File: src/osf_pkg.sv
// Constants and types shared by the output supervision and failsafe block.
package osf_pkg;
    localparam int NCH = 8;
    localparam int ADDR_W = 8;
    // Register byte offsets.
    localparam logic [7:0] OFF_SETTINGS = 8'h00;
    localparam logic [7:0] OFF_CMD = 8'h04;
    localparam logic [7:0] OFF_OUT_BYTE = 8'h08;
    localparam logic [7:0] OFF_OUT_BIT = 8'h0c;
    localparam logic [7:0] OFF_FORCE = 8'h10;
    localparam logic [7:0] OFF_STATUS = 8'h14;
    localparam logic [7:0] OFF_DIAG = 8'h18;
    localparam logic [7:0] OFF_DELAY_BASE = 8'h20;
    localparam logic [7:0] OFF_FS_BASE = 8'h40;
    // Word index ranges of the per-channel tables.
    localparam logic [5:0] IDX_DELAY_BASE = 6'h08;
    localparam logic [5:0] IDX_FS_BASE = 6'h10;
    // General settings fields.
    localparam int SET_WEB_LOCK = 0;
    localparam int SET_FORCE_LOCK = 1;
    localparam int SET_EMCY_ALL = 2;
    localparam int SET_EMCY_SUPPLY = 3;
    localparam int SET_EMCY_ACT = 4;
    localparam int SET_LCU_LSB = 5;
    localparam int SET_EOE = 7;
    localparam logic [7:0] SETTINGS_RST = 8'h00;
    localparam logic [7:0] SETTINGS_MASK = 8'hff;
    // Local control unit startup codes.
    localparam logic [1:0] LCU_LOCKED = 2'h0;
    localparam logic [1:0] LCU_DISABLED = 2'h1;
    localparam logic [1:0] LCU_RUN = 2'h2;
    // Command fields.
    localparam int CMD_ACTIVATE = 0;
    localparam int CMD_RESTORE = 1;
    // Bit-format output entry fields: subindex 1..8 and its value.
    localparam int BIT_SUB_LSB = 0;
    localparam int BIT_VAL = 8;
    localparam logic [3:0] SUB_FIRST = 4'h1;
    localparam logic [3:0] SUB_LAST = 4'h8;
    // Force register fields.
    localparam int FORCE_EN = 0;
    localparam int FORCE_OUT_LSB = 8;
    localparam int FORCE_IN_LSB = 16;
    // Status register fields.
    localparam int ST_STATE_LSB = 0;
    localparam int ST_FAILSAFE = 2;
    localparam int ST_FORCE = 3;
    localparam int ST_OUT_LSB = 8;
    localparam int ST_MON_LSB = 16;
    // Diagnosis register fields.
    localparam int DG_ERR_LSB = 0;
    localparam int DG_ACT_LSB = 8;
    // Failsafe codes.
    localparam logic [1:0] FS_LOW = 2'h0;
    localparam logic [1:0] FS_HIGH = 2'h1;
    localparam logic [1:0] FS_HOLD = 2'h2;
    localparam logic [1:0] FS_RST = FS_LOW;
    // Timing.
    localparam int CLK_PERIOD_NS = 10;
    localparam int MS_NS = 1000000;
    localparam int MS_CYCLES = MS_NS / CLK_PERIOD_NS;
    localparam logic [7:0] DELAY_DEF_MS = 8'h50;
    localparam logic [7:0] STATIC_MS = 8'h64;
    localparam logic [7:0] DELAY_MAX_MS = 8'hff;
    typedef enum logic [1:0] {
        ST_INIT = 2'b00,
        ST_PREOP = 2'b01,
        ST_OP = 2'b10
    } osf_state_type;
endpackage

File: src/osf_surv_timer.sv
// Per-channel surveillance delay timer with one-millisecond resolution.
`timescale 1ns/1ps
module osf_surv_timer (
    input wire logic clk_i,
    input wire logic resetn_i,
    input wire logic ce_i,
    input wire logic tick_i,
    input wire logic edge_i,
    input wire logic [7:0] delay_i,
    output logic monitor_o
);
    import osf_pkg::*;

    logic [7:0] cnt;
    logic seen_edge;
    logic monitor;
    logic [7:0] next_cnt;
    logic next_seen_edge;
    logic next_monitor;
    logic [7:0] limit;

    assign monitor_o = monitor;

    always_comb begin
        next_cnt = cnt;
        next_seen_edge = seen_edge;
        // A channel with no edge yet is static and is filtered by the fixed delay.
        limit = seen_edge ? delay_i : STATIC_MS;
        if (edge_i) begin
            next_cnt = 8'h00;
            next_seen_edge = 1'b1;
        end else if (tick_i && cnt != DELAY_MAX_MS) begin
            next_cnt = cnt + 8'h01;
        end
        // Monitoring waits for the delay after every edge.
        next_monitor = !edge_i && (next_cnt >= limit);
    end

    always_ff @(posedge clk_i) begin
        if (!resetn_i) begin
            cnt <= 8'h00;
            seen_edge <= 1'b0;
            monitor <= 1'b0;
        end else if (ce_i) begin
            cnt <= next_cnt;
            seen_edge <= next_seen_edge;
            monitor <= next_monitor;
        end
    end
endmodule

File: src/osf_top.sv
// Output channel control with surveillance delay, failsafe and device settings.
//
// Implementation choices: register access over Avalon-MM and the placing of the registers.
`timescale 1ns/1ps
module osf_top #(
    parameter int MS_CYCLES_P = osf_pkg::MS_CYCLES
) (
    input wire logic clk_i,
    input wire logic resetn_i,
    input wire logic ce_i,
    input wire logic [osf_pkg::ADDR_W-1:0] avs_address_i,
    input wire logic avs_read_i,
    input wire logic avs_write_i,
    input wire logic [31:0] avs_writedata_i,
    input wire logic [3:0] avs_byteenable_i,
    output logic [31:0] avs_readdata_o,
    output logic avs_waitrequest_o,
    input wire logic comm_ok_i,
    input wire logic eoe_master_i,
    input wire logic [osf_pkg::NCH-1:0] act_i,
    input wire logic [osf_pkg::NCH-1:0] in_i,
    output logic [osf_pkg::NCH-1:0] out_o,
    output logic [osf_pkg::NCH-1:0] in_data_o,
    output logic [osf_pkg::NCH-1:0] chan_err_o,
    output logic web_lock_o,
    output logic web_access_o,
    output logic force_active_o,
    output logic emcy_disable_all_o,
    output logic emcy_disable_supply_o,
    output logic emcy_disable_act_o,
    output logic [1:0] lcu_startup_o,
    output logic op_o,
    output logic failsafe_o
);
    import osf_pkg::*;

    localparam logic [16:0] TICK_LAST = 17'(MS_CYCLES_P - 1);

    function automatic logic [31:0] be_merge(input logic [31:0] old_v,
                                             input logic [31:0] new_v,
                                             input logic [3:0] be);
        logic [31:0] r;
        r = old_v;
        for (int b = 0; b < 4; b++) begin
            if (be[b]) begin
                r[8*b +: 8] = new_v[8*b +: 8];
            end
        end
        return r;
    endfunction

    osf_state_type state, next_state;
    logic [7:0] settings, next_settings;
    logic [7:0] delay [NCH];
    logic [7:0] next_delay [NCH];
    logic [1:0] fs_code [NCH];
    logic [1:0] next_fs_code [NCH];
    logic [NCH-1:0] out_data, next_out_data;
    logic force_en, next_force_en;
    logic [NCH-1:0] force_out, next_force_out;
    logic [NCH-1:0] force_in, next_force_in;
    logic [16:0] tick_cnt, next_tick_cnt;
    logic tick, next_tick;
    logic [31:0] rdata, next_rdata;
    logic wait_q, next_wait;
    logic [NCH-1:0] out_q, next_out;
    logic [NCH-1:0] in_q, next_in;
    logic [NCH-1:0] err_q, next_err;
    logic web_access, next_web_access;
    logic force_act_q, next_force_act;
    logic failsafe_q, next_failsafe;
    logic op_q, next_op;
    logic [NCH-1:0] fs_val;
    logic [NCH-1:0] monitor;
    logic [NCH-1:0] out_edge;
    logic [31:0] cur_word;
    logic [31:0] wword;
    logic [5:0] idx;
    logic wr_go;
    logic rd_first;
    logic params_open;
    logic force_ok;
    logic comm_lost;

    assign avs_readdata_o = rdata;
    assign avs_waitrequest_o = wait_q;
    assign out_o = out_q;
    assign in_data_o = in_q;
    assign chan_err_o = err_q;
    assign web_lock_o = settings[SET_WEB_LOCK];
    assign web_access_o = web_access;
    assign force_active_o = force_act_q;
    assign emcy_disable_all_o = settings[SET_EMCY_ALL];
    assign emcy_disable_supply_o = settings[SET_EMCY_SUPPLY];
    assign emcy_disable_act_o = settings[SET_EMCY_ACT];
    assign lcu_startup_o = settings[SET_LCU_LSB +: 2];
    assign op_o = op_q;
    assign failsafe_o = failsafe_q;

    assign idx = avs_address_i[7:2];
    assign wr_go = avs_write_i && !wait_q;
    assign rd_first = avs_read_i && wait_q;
    // Parameters are only taken over while the device is not yet operational.
    assign params_open = (state != ST_OP);
    assign force_ok = force_en && !settings[SET_FORCE_LOCK];
    assign comm_lost = (state == ST_OP) && !comm_ok_i;

    genvar g;
    generate
        for (g = 0; g < NCH; g++) begin : g_chan
            always_comb begin
                case (fs_code[g])
                    FS_LOW: fs_val[g] = 1'b0;
                    FS_HIGH: fs_val[g] = 1'b1;
                    FS_HOLD: fs_val[g] = out_q[g];
                    default: fs_val[g] = 1'b0;
                endcase
            end
            assign out_edge[g] = next_out[g] ^ out_q[g];
            osf_surv_timer u_timer (
                .clk_i(clk_i),
                .resetn_i(resetn_i),
                .ce_i(ce_i),
                .tick_i(tick),
                .edge_i(out_edge[g]),
                .delay_i(delay[g]),
                .monitor_o(monitor[g])
            );
        end
    endgenerate

    // Word currently addressed, used for reads and for byte-enable merging.
    always_comb begin
        cur_word = 32'h0000_0000;
        if (idx >= IDX_DELAY_BASE && idx < IDX_DELAY_BASE + 6'(NCH)) begin
            cur_word[7:0] = delay[3'(idx - IDX_DELAY_BASE)];
        end else if (idx >= IDX_FS_BASE && idx < IDX_FS_BASE + 6'(NCH)) begin
            cur_word[1:0] = fs_code[3'(idx - IDX_FS_BASE)];
        end else begin
            case (avs_address_i)
                OFF_SETTINGS: cur_word[7:0] = settings;
                OFF_OUT_BYTE: cur_word[NCH-1:0] = out_data;
                OFF_FORCE: begin
                    cur_word[FORCE_EN] = force_en;
                    cur_word[FORCE_OUT_LSB +: NCH] = force_out;
                    cur_word[FORCE_IN_LSB +: NCH] = force_in;
                end
                OFF_STATUS: begin
                    cur_word[ST_STATE_LSB +: 2] = state;
                    cur_word[ST_FAILSAFE] = failsafe_q;
                    cur_word[ST_FORCE] = force_act_q;
                    cur_word[ST_OUT_LSB +: NCH] = out_q;
                    cur_word[ST_MON_LSB +: NCH] = monitor;
                end
                OFF_DIAG: begin
                    cur_word[DG_ERR_LSB +: NCH] = err_q;
                    cur_word[DG_ACT_LSB +: NCH] = act_i;
                end
                default: cur_word = 32'h0000_0000;
            endcase
        end
        wword = be_merge(cur_word, avs_writedata_i, avs_byteenable_i);
    end

    always_comb begin
        next_state = state;
        next_settings = settings;
        next_delay = delay;
        next_fs_code = fs_code;
        next_out_data = out_data;
        next_force_en = force_en;
        next_force_out = force_out;
        next_force_in = force_in;
        next_rdata = rdata;
        // Waitrequest drops for exactly one cycle in the second cycle of a request.
        next_wait = !((avs_read_i || avs_write_i) && wait_q);
        next_tick = (tick_cnt == TICK_LAST);
        next_tick_cnt = next_tick ? 17'h00000 : tick_cnt + 17'h00001;
        if (rd_first) begin
            next_rdata = cur_word;
        end
        if (state == ST_INIT) begin
            next_state = ST_PREOP;
        end
        if (wr_go) begin
            if (params_open && idx >= IDX_DELAY_BASE && idx < IDX_DELAY_BASE + 6'(NCH)) begin
                next_delay[3'(idx - IDX_DELAY_BASE)] = wword[7:0];
            end else if (params_open && idx >= IDX_FS_BASE
                         && idx < IDX_FS_BASE + 6'(NCH)) begin
                next_fs_code[3'(idx - IDX_FS_BASE)] = wword[1:0];
            end else begin
                case (avs_address_i)
                    OFF_SETTINGS: begin
                        if (params_open) begin
                            next_settings = wword[7:0] & SETTINGS_MASK;
                        end
                    end
                    OFF_CMD: begin
                        if (wword[CMD_ACTIVATE] && state == ST_PREOP) begin
                            next_state = ST_OP;
                        end
                        if (wword[CMD_RESTORE]) begin
                            next_settings = SETTINGS_RST;
                            for (int c = 0; c < NCH; c++) begin
                                next_delay[c] = DELAY_DEF_MS;
                                next_fs_code[c] = FS_RST;
                            end
                            next_force_en = 1'b0;
                        end
                    end
                    OFF_OUT_BYTE: begin
                        if (state == ST_OP) begin
                            next_out_data = wword[NCH-1:0];
                        end
                    end
                    OFF_OUT_BIT: begin
                        if (state == ST_OP && wword[BIT_SUB_LSB +: 4] >= SUB_FIRST
                            && wword[BIT_SUB_LSB +: 4] <= SUB_LAST) begin
                            next_out_data[3'(wword[BIT_SUB_LSB +: 4] - SUB_FIRST)] =
                                wword[BIT_VAL];
                        end
                    end
                    OFF_FORCE: begin
                        next_force_en = wword[FORCE_EN];
                        next_force_out = wword[FORCE_OUT_LSB +: NCH];
                        next_force_in = wword[FORCE_IN_LSB +: NCH];
                    end
                    default: next_state = next_state;
                endcase
            end
        end
    end

    // Output path: forcing first, then failsafe, then master data.
    always_comb begin
        next_failsafe = comm_lost;
        next_force_act = force_ok;
        // Registered from the next state so the flag tracks the state without a lag.
        next_op = (next_state == ST_OP);
        if (force_ok) begin
            next_out = force_out;
            next_in = force_in;
        end else begin
            next_in = in_i;
            if (comm_lost) begin
                next_out = fs_val;
            end else if (state == ST_OP) begin
                next_out = out_data;
            end else begin
                next_out = {NCH{1'b0}};
            end
        end
        // A mismatch between target and actual only counts once monitoring runs.
        next_err = monitor & (out_q ^ act_i);
        next_web_access = settings[SET_EOE] && eoe_master_i
                          && !settings[SET_WEB_LOCK];
    end

    always_ff @(posedge clk_i) begin
        if (!resetn_i) begin
            state <= ST_INIT;
            settings <= SETTINGS_RST;
            for (int c = 0; c < NCH; c++) begin
                delay[c] <= DELAY_DEF_MS;
                fs_code[c] <= FS_RST;
            end
            out_data <= {NCH{1'b0}};
            force_en <= 1'b0;
            force_out <= {NCH{1'b0}};
            force_in <= {NCH{1'b0}};
            tick_cnt <= 17'h00000;
            tick <= 1'b0;
            rdata <= 32'h0000_0000;
            wait_q <= 1'b1;
        end else if (ce_i) begin
            state <= next_state;
            settings <= next_settings;
            delay <= next_delay;
            fs_code <= next_fs_code;
            out_data <= next_out_data;
            force_en <= next_force_en;
            force_out <= next_force_out;
            force_in <= next_force_in;
            tick_cnt <= next_tick_cnt;
            tick <= next_tick;
            rdata <= next_rdata;
            wait_q <= next_wait;
        end
    end

    always_ff @(posedge clk_i) begin
        if (!resetn_i) begin
            out_q <= {NCH{1'b0}};
            in_q <= {NCH{1'b0}};
            err_q <= {NCH{1'b0}};
            web_access <= 1'b0;
            force_act_q <= 1'b0;
            failsafe_q <= 1'b0;
            op_q <= 1'b0;
        end else if (ce_i) begin
            out_q <= next_out;
            in_q <= next_in;
            err_q <= next_err;
            web_access <= next_web_access;
            force_act_q <= next_force_act;
            failsafe_q <= next_failsafe;
            op_q <= next_op;
        end
    end
endmodule

File: config.mk
export PLATFORM = sky130hd
export DESIGN_NAME = osf_top
export DESIGN_NICKNAME = d
export VERILOG_FILES = /design/src/osf_pkg.sv /design/src/osf_surv_timer.sv /design/src/osf_top.sv
export SDC_FILE = /design/constraint.sdc
export NUM_CORES = 1
export LEC_CHECK = 0
export ABC_AREA = 1
export CORE_MARGIN = 2
export CORE_UTILIZATION = 45
export DETAILED_ROUTE_END_ITERATION = 10
export DONT_BUFFER_PORTS = 1
export GPL_TIMING_DRIVEN = 1
export SLEW_MARGIN = 40
export SYNTH_ARGS = -nofsm -noshare
export SYNTH_HDL_FRONTEND = slang
export SYNTH_SLANG_ARGS = --single-unit
File: constraint.sdc
create_clock -name clk_i -period 4.9 [get_ports clk_i]
set_input_delay 1.47 -clock clk_i [delete_from_list [all_inputs] [get_ports clk_i]]
set_output_delay 1.47 -clock clk_i [all_outputs]
set_load 0.05 [all_outputs]
# Yosys cells after proc, flatten, opt, wreduce, memory -nomap -nowiden
# Cells that the tools add are included.
# totals
reg_bits	274
latch_bits	0
ram_bits	0
romBits	0
in_bits	67
wordCells	301
memories	0
# op_classes
addsub	12
mul	0
div	0
n_lt_le_gt_ge	20
eq_ne	40
shift	0
muxes	85
n_bitwise	14
reduce_logical	73
# ops
cell	n
8-bit 2-to-1 mux	39
64-bit 2-to-1 mux	4
8-bit by 1-bit adder with 8-bit output (second input constant)	8
64-bit bitwise mux	1
8-bit greater-or-equal comparator	8
8-bit inequality test (second input constant)	8
16-bit 2-to-1 mux	3
8-bit case mux with 2 select lines	3
1-bit logical AND	35
8-bit binary-select mux with 3-bit select	1
8-bit demux with 3-bit select	1
8-bit by 5-bit equality test with 1-bit output (second input constant)	3
24-bit 2-to-1 mux	1
8-bit case mux with 3 select lines	1
22-bit 2-to-1 mux	1
2-bit equality test (second input constant)	10
2-bit 2-to-1 mux	10
2-bit by 1-bit equality test with 1-bit output (second input constant)	9
1-bit case mux with 2 select lines	9
2-bit AND reduction	9
17-bit by 1-bit adder with 17-bit output (second input constant)	1
17-bit equality test (second input constant)	1
17-bit 2-to-1 mux	1
16-bit bitwise mux	1
other kinds (34)	76

# Logic depth before layout (Yosys ltp)
# depth
depth_word	16
depth_mapped	23
ltp_nobuf	23

# By module
# From an unflattened synthesis, not the netlist that was laid out.
# unflattened
hier_cells	2514
area_unflattened_um2	16767.3
# by_module_without_submodules
mod	n_inst	cells_each	area_per_inst_um2	seq_area_each_um2
osf_top	1	1426	9800.6	3723.6
osf_surv_timer	8	136	870.8	200.2

# Worst setup path after synthesis
# No wires, ideal clock.
# synth_timing
path_type	input -> register
startpoint	input comm_ok_i
endpoint	register g_chan[1].u_timer.monitor
setup_ns	0.128
arrival_ns	3.881
slack_ns	0.890
stages	20
cell_sequence	nor2_1 -> o21ai_0 -> o211ai_1 -> o21ai_0 -> xor2_1 -> inv_1 -> a21oi_1 -> o21ai_1 -> ha_1 -> inv_1 -> a21boi_0 -> o21a_1 -> o21ai_0 -> nand2_1 -> nand2_1 -> nand2_1 -> a21oi_1 -> nor2_1 -> o21ai_0 -> a21oi_1
# synth_via
elab_chain_len	8
word_cells_on_any_way	9
classes_between	1 x order compare; 3 x mux; 1 x bitwise; 4 x reduce/logical
# synth_lines
element	line	text
start, declared	osf_top.sv:18	input wire logic comm_ok_i,
1-bit zero test (*)	osf_top.sv:106	assign comm_lost = (state == ST_OP) && !comm_ok_i;
1-bit logical AND (*)	osf_top.sv:106	
8-bit 2-to-1 mux (*)	osf_top.sv:245	if (comm_lost) begin
8-bit 2-to-1 mux (*)	osf_top.sv:240	if (force_ok) begin
1-bit bitwise XOR (*)	osf_top.sv:119	assign out_edge[g] = next_out[g] ^ out_q[g];
8-bit 2-to-1 mux	osf_surv_timer.sv:29	if (edge_i) begin
8-bit greater-or-equal comparator	osf_surv_timer.sv:36	next_monitor = !edge_i && (next_cnt >= limit);
1-bit logical AND (*)	osf_surv_timer.sv:36	
end signal, assigned	osf_surv_timer.sv:47	monitor <= next_monitor;
end, declared	osf_surv_timer.sv:16	logic monitor;
# Mark *: on every way between the ends. The rest lies on a longest branch, timed or not.
# A chain may end at the register's enable or synchronous reset.

# Worst setup path after layout
# layout_timing
startpoint	input comm_ok_i
endpoint	register g_chan[0].u_timer.monitor
# layout_via
elab_chain_len	8
word_cells_on_any_way	9
classes_between	1 x order compare; 3 x mux; 1 x bitwise; 4 x reduce/logical
# layout_lines
element	line
1-bit zero test (*)	osf_top.sv:106
1-bit logical AND (*)	osf_top.sv:106
8-bit 2-to-1 mux (*)	osf_top.sv:245
8-bit 2-to-1 mux (*)	osf_top.sv:240
1-bit bitwise XOR (*)	osf_top.sv:119
8-bit 2-to-1 mux	osf_surv_timer.sv:29
8-bit greater-or-equal comparator	osf_surv_timer.sv:36
1-bit logical AND (*)	osf_surv_timer.sv:36
end signal, assigned	osf_surv_timer.sv:47
end, declared	osf_surv_timer.sv:16
# Marks and branches as above.

==> impl_summary.md <==
Critical path
The path type of the worst setup path is input port to flop. The number of cell instances on the worst register-to-register path is 23. For this run, the slowest stage of the critical path takes 0.36 ns. The critical register-to-register path startpoint is state[1]$_SDFFE_PN0P_. The critical-path maximum fanout is 6. The number of buffers and inverters on the critical path is 2. The worst register-to-register path has a setup slack of 1.17 ns. The end of the worst register-to-register path is g_chan[0].u_timer.monitor_o$_SDFFE_PN0P_. The most used cell along the critical path is sky130_fd_sc_hd__o21ai_0. The slowest library cell on the worst path is sky130_fd_sc_hd__xor2_1. STA classifies the critical path endpoint as a flop. Traced cell by cell, the critical path runs through nor2_1, o21ai_0, o211ai_1, o21ai_0, xor2_1, inv_1, a21oi_1, o21ai_1, ha_1, inv_1, a21boi_0, o21a_1, o21ai_0, nand2_1, nand2_1, nand2_1, a21oi_1, nor2_1, o21ai_0, a21oi_1. Data on the critical path is required at its endpoint by roughly 5.4 ns. The family with the most delay on the worst path is compound AO/OA/AOI/OAI gates. The critical path data arrival time is 4.25 ns.

STA classifies the critical path startpoint as an input port.

Cells and area
The library cells used most frequently in the layout, excluding fill and tap cells, are sky130_fd_sc_hd__nand2_1 (517), sky130_fd_sc_hd__a21oi_1 (276), sky130_fd_sc_hd__inv_1 (275). The commonest non-fill, non-tap cell in the layout is sky130_fd_sc_hd__nand2_1. The area occupied by multi-input gates is 0.00879 sq mm.

With fillers left out, the area of the finished cells amounts to between 0.015 and 0.02 sq mm. At the end of the flow, the number of nets in the layout was 2430. 0 antenna diodes ended up in the layout. The area growth from synthesis to layout is 8.92%. The filler cell count is approximately 3600. The fraction of final layout cells with drive strength greater than 1 is 6.11%. The area taken by flip-flops and latches is ~0.0053 sq mm. Cells fill 49.5% of the core in the end.

Floorplan
The placement row count is 68. The die boundary width is 190 um. The total area inside the core boundary comes to 0.0343 sq mm. The area of the die is around 0.036 sq mm. The number of top-level pins is 134. The initial cell density of the core is between 40% and 50%. The floorplan step set the die height to 190 um.

Power and ir drop
The total leakage power is 0.00725 uW. The maximum resistive drop on vdd is 266 uV. In this run the power density over the cells is between 200 and 300 mW/mm^2. Overall power consumption after layout is estimated at 5080 uW.

Routing
The detail-routed net length per standard cell is 17.5 um. For this run, design rule violations remaining after detail routing come to 0. The via density per instance is 5.44. The starting DRC count in detailed routing is 1138. The iteration count of the initial detailed-routing pass is 6.

Summed over all layers, the routed wires come to between 40000 and 50000 um. Once detail routing completed, the nets flagged for antenna violations numbered 0. Across all layers, the routed design uses 14900 vias.

STA
Timing would allow up to 263 MHz. The number of max-slew violations in the final report came to 0. The number of hold violations in the final report is 0.

The slew at the pin with the worst max-slew slack is roughly 0.8 ns. Setup repair after global routing left no endpoint under its margin. Headroom to the max-slew limit came out at 45.8%. Final hold analysis gives a worst-case slack of 0.483 ns. The final period utilization is 77.6%. In the final timing run, aggregate negative setup slack is 0 ns. The worst clock skew on the final layout is 0.0123 ns. Setup violations remaining at the end of the flow were counted as 0. The shortest period the worst path allows is 3.80 ns.

Yosys
The number of cells produced by synthesis is 2298. The average instance in the mapped netlist occupies 6.78 sq um. The most used flip-flop cell after synthesis is sky130_fd_sc_hd__dfxtp_1. The portion of netlist area occupied by mux cells is less than 1%. The largest family of logic cells by synthesized area is simple AND/OR/NAND/NOR gates. The count of flip-flops with a built-in enable after synthesis is 0. Summing the areas of all compound-gate instances in the mapped netlist gives 19.1% of the synthesized area. Of the total synthesized cell area, the portion taken by full adders, half adders and majority gates is 7.31%.

Of all flip-flops after synthesis, the portion carrying an async set or reset was 0%. The part of the Yosys area used for sequential elements is 34.2%. The distinct cell type count of the synthesized netlist is 53.

Summing every instance area after synthesis gives ~0.016 sq mm. Counting flops and latches in the post-synthesis netlist gives 266. The number of warning messages in the yosys log is 0.

The simple-gate portion of the synthesized area is 26.7%. The synthesized netlist devotes 2.42% of its cell area to XOR and XNOR gates.

Clocking
After clock tree synthesis, the clock-pin slew on the worst setup and hold paths is 0.06 ns. The total setup buffers inserted after CTS is 0. Clock tree synthesis selected as its root buffer the cell sky130_fd_sc_hd__clkbuf_16. The source-to-sink clock delay at the later pin of the worst-skew pair is 0.57 ns. Clock tree synthesis found a total of approximately 270 sinks. In this run, post-CTS repair resized a total of 0 instances.

CTS built an H-tree with a depth of 1. The CTS tree is built. The longest clock path from root to sink contains 3 buffers. Buffers inserted during clock tree synthesis total 31. Buffers inserted to repair hold after CTS numbered 0.

Global route
The global routing usage summed across all routing layers is 26.3%. The number of antenna violations at the first check in global routing is 0. The first global-routing pass estimated approximately 76000 um of wire.

For this run the aggregate overflow at the end of global routing stands at 0. Entering global routing, the biggest net connects 184 pins. The via count of the first global-routing pass is 13800.

Run
Across the run, the number of max-cap violations was 0.

Hold path
The worst hold path belongs to the class flop to flop. The hold path startpoint is delay[13]$_SDFFE_PN0P_. The worst hold endpoint is delay[13]$_SDFFE_PN0P_. Along the worst hold path, the cell count comes to 2.

Placement
The HPWL after detailed placement is 35100 um. At the end of routability-driven placement, the weighted congestion stood at 0.958. The placed instances occupy a cell area of around 0.016 sq mm. Buffers placed on the I/O ports in this run total 0.

Status
The run finished with clean final reports.
==> worst register-to-register path, delay by kind of cell (launching register included) <==
family | cells | cell delay (ns)
AO/OA/AOI/OAI | 11 | 1.40
AND/OR/NAND/NOR | 6 | 0.79
buffers and inverters | 4 | 0.46
XOR/XNOR | 1 | 0.36
flip-flops | 1 | 0.30
adder cells (fa/ha/maj) | 1 | 0.30
==> per-layer routing <==
metal | global-route usage (%) | share of wire [%]
met5 | 0 | 0
met4 | 10.1 | 4.1
met3 | 5.79 | 8.1
met2 | 40.5 | 43
met1 | 36.0 | 45
==> synthesized netlist by cell type (all sizes together) (5+ instances only) <==
cell	count	share of area (%)
o21ai	181	5.9
a22o	8	0.45
o211ai	22	1.1
nand4	45	1.8
xor2	35	2.0
ha	91	7.3
o21bai	14	0.67
nand3	136	4.4
nand2	532	13
or2	19	0.76
mux2i	8	0.51
xnor2	8	0.45
o22ai	9	0.36
buf	29	1.1
o21a	5	0.24
a31oi	6	0.24
nor2	191	5.0
clkbuf	68	1.6
inv	284	6.9
a21oi	276	8.9
dfxtp	266	34
a21boi	8	0.39
nor3	26	0.83
==> worst max-delay path by stage <==
stage	startpoint	to	slack (ns)	depth (start not counted)
6_report	comm_ok_i	g_chan[0].u_timer.monitor_o$_SDFFE_PN0P_	1.10	20
2_1_floorplan	comm_ok_i	g_chan[1].u_timer.monitor_o$_SDFFE_PN0P_	0.89	20
3_5_place_dp	comm_ok_i	g_chan[0].u_timer.monitor_o$_SDFFE_PN0P_	0.51	20
3_3_place_gp	comm_ok_i	g_chan[0].u_timer.monitor_o$_SDFFE_PN0P_	0.53	20
5_1_grt	comm_ok_i	g_chan[0].u_timer.monitor_o$_SDFFE_PN0P_	0.66	20
4_1_cts	comm_ok_i	g_chan[0].u_timer.monitor_o$_SDFFE_PN0P_	1.10	20
==> kinds of logic (layout without fill, tap and decap cells) <==
group                    Yosys count  count (layout)
flip-flops                       266             266
AND/OR/NAND/NOR                  960             960
XOR/XNOR                          43              43
other                              1               8
buffers and inverters            383             369
adder cells (fa/ha/maj)           91              91
multiplexers                       8               8
AO/OA/AOI/OAI                    546             546
==> power breakdown <==
part	total [uW]	switching, uW	internal [uW]
Combinational	466	315	152
Sequential	2390	157	2230
Clock	2230	926	1300
==> metrics by stage <==
stage / setup slack, ns / instances
detailed placement: 0.509 / 2694
floorplan: 0.890 / 2305
CTS: 1.10 / 2746
global placement: 0.533 / 2694
finish: 1.10 / 2746
global route: 0.664 / 2746
==> sequential cells by signal, indices dropped and copies added, names as in the netlist, 16 cells and up <==
name / cells
g_chan.u_timer.cnt: 64
fs_code: 16
delay: 64
tick_cnt: 17
avs_readdata_o: 24
==> layout make-up <==
cell class,count,share of cell area [%]
multi-input combinational,1656,51.8
tap,455,3.35
clock buffer,44,5.27
timing repair buffer,31,1.44
sequential,266,31.4
inverter,286,6.37
clock inverter,8,0.420
Power figures use the tool's default switching activity.
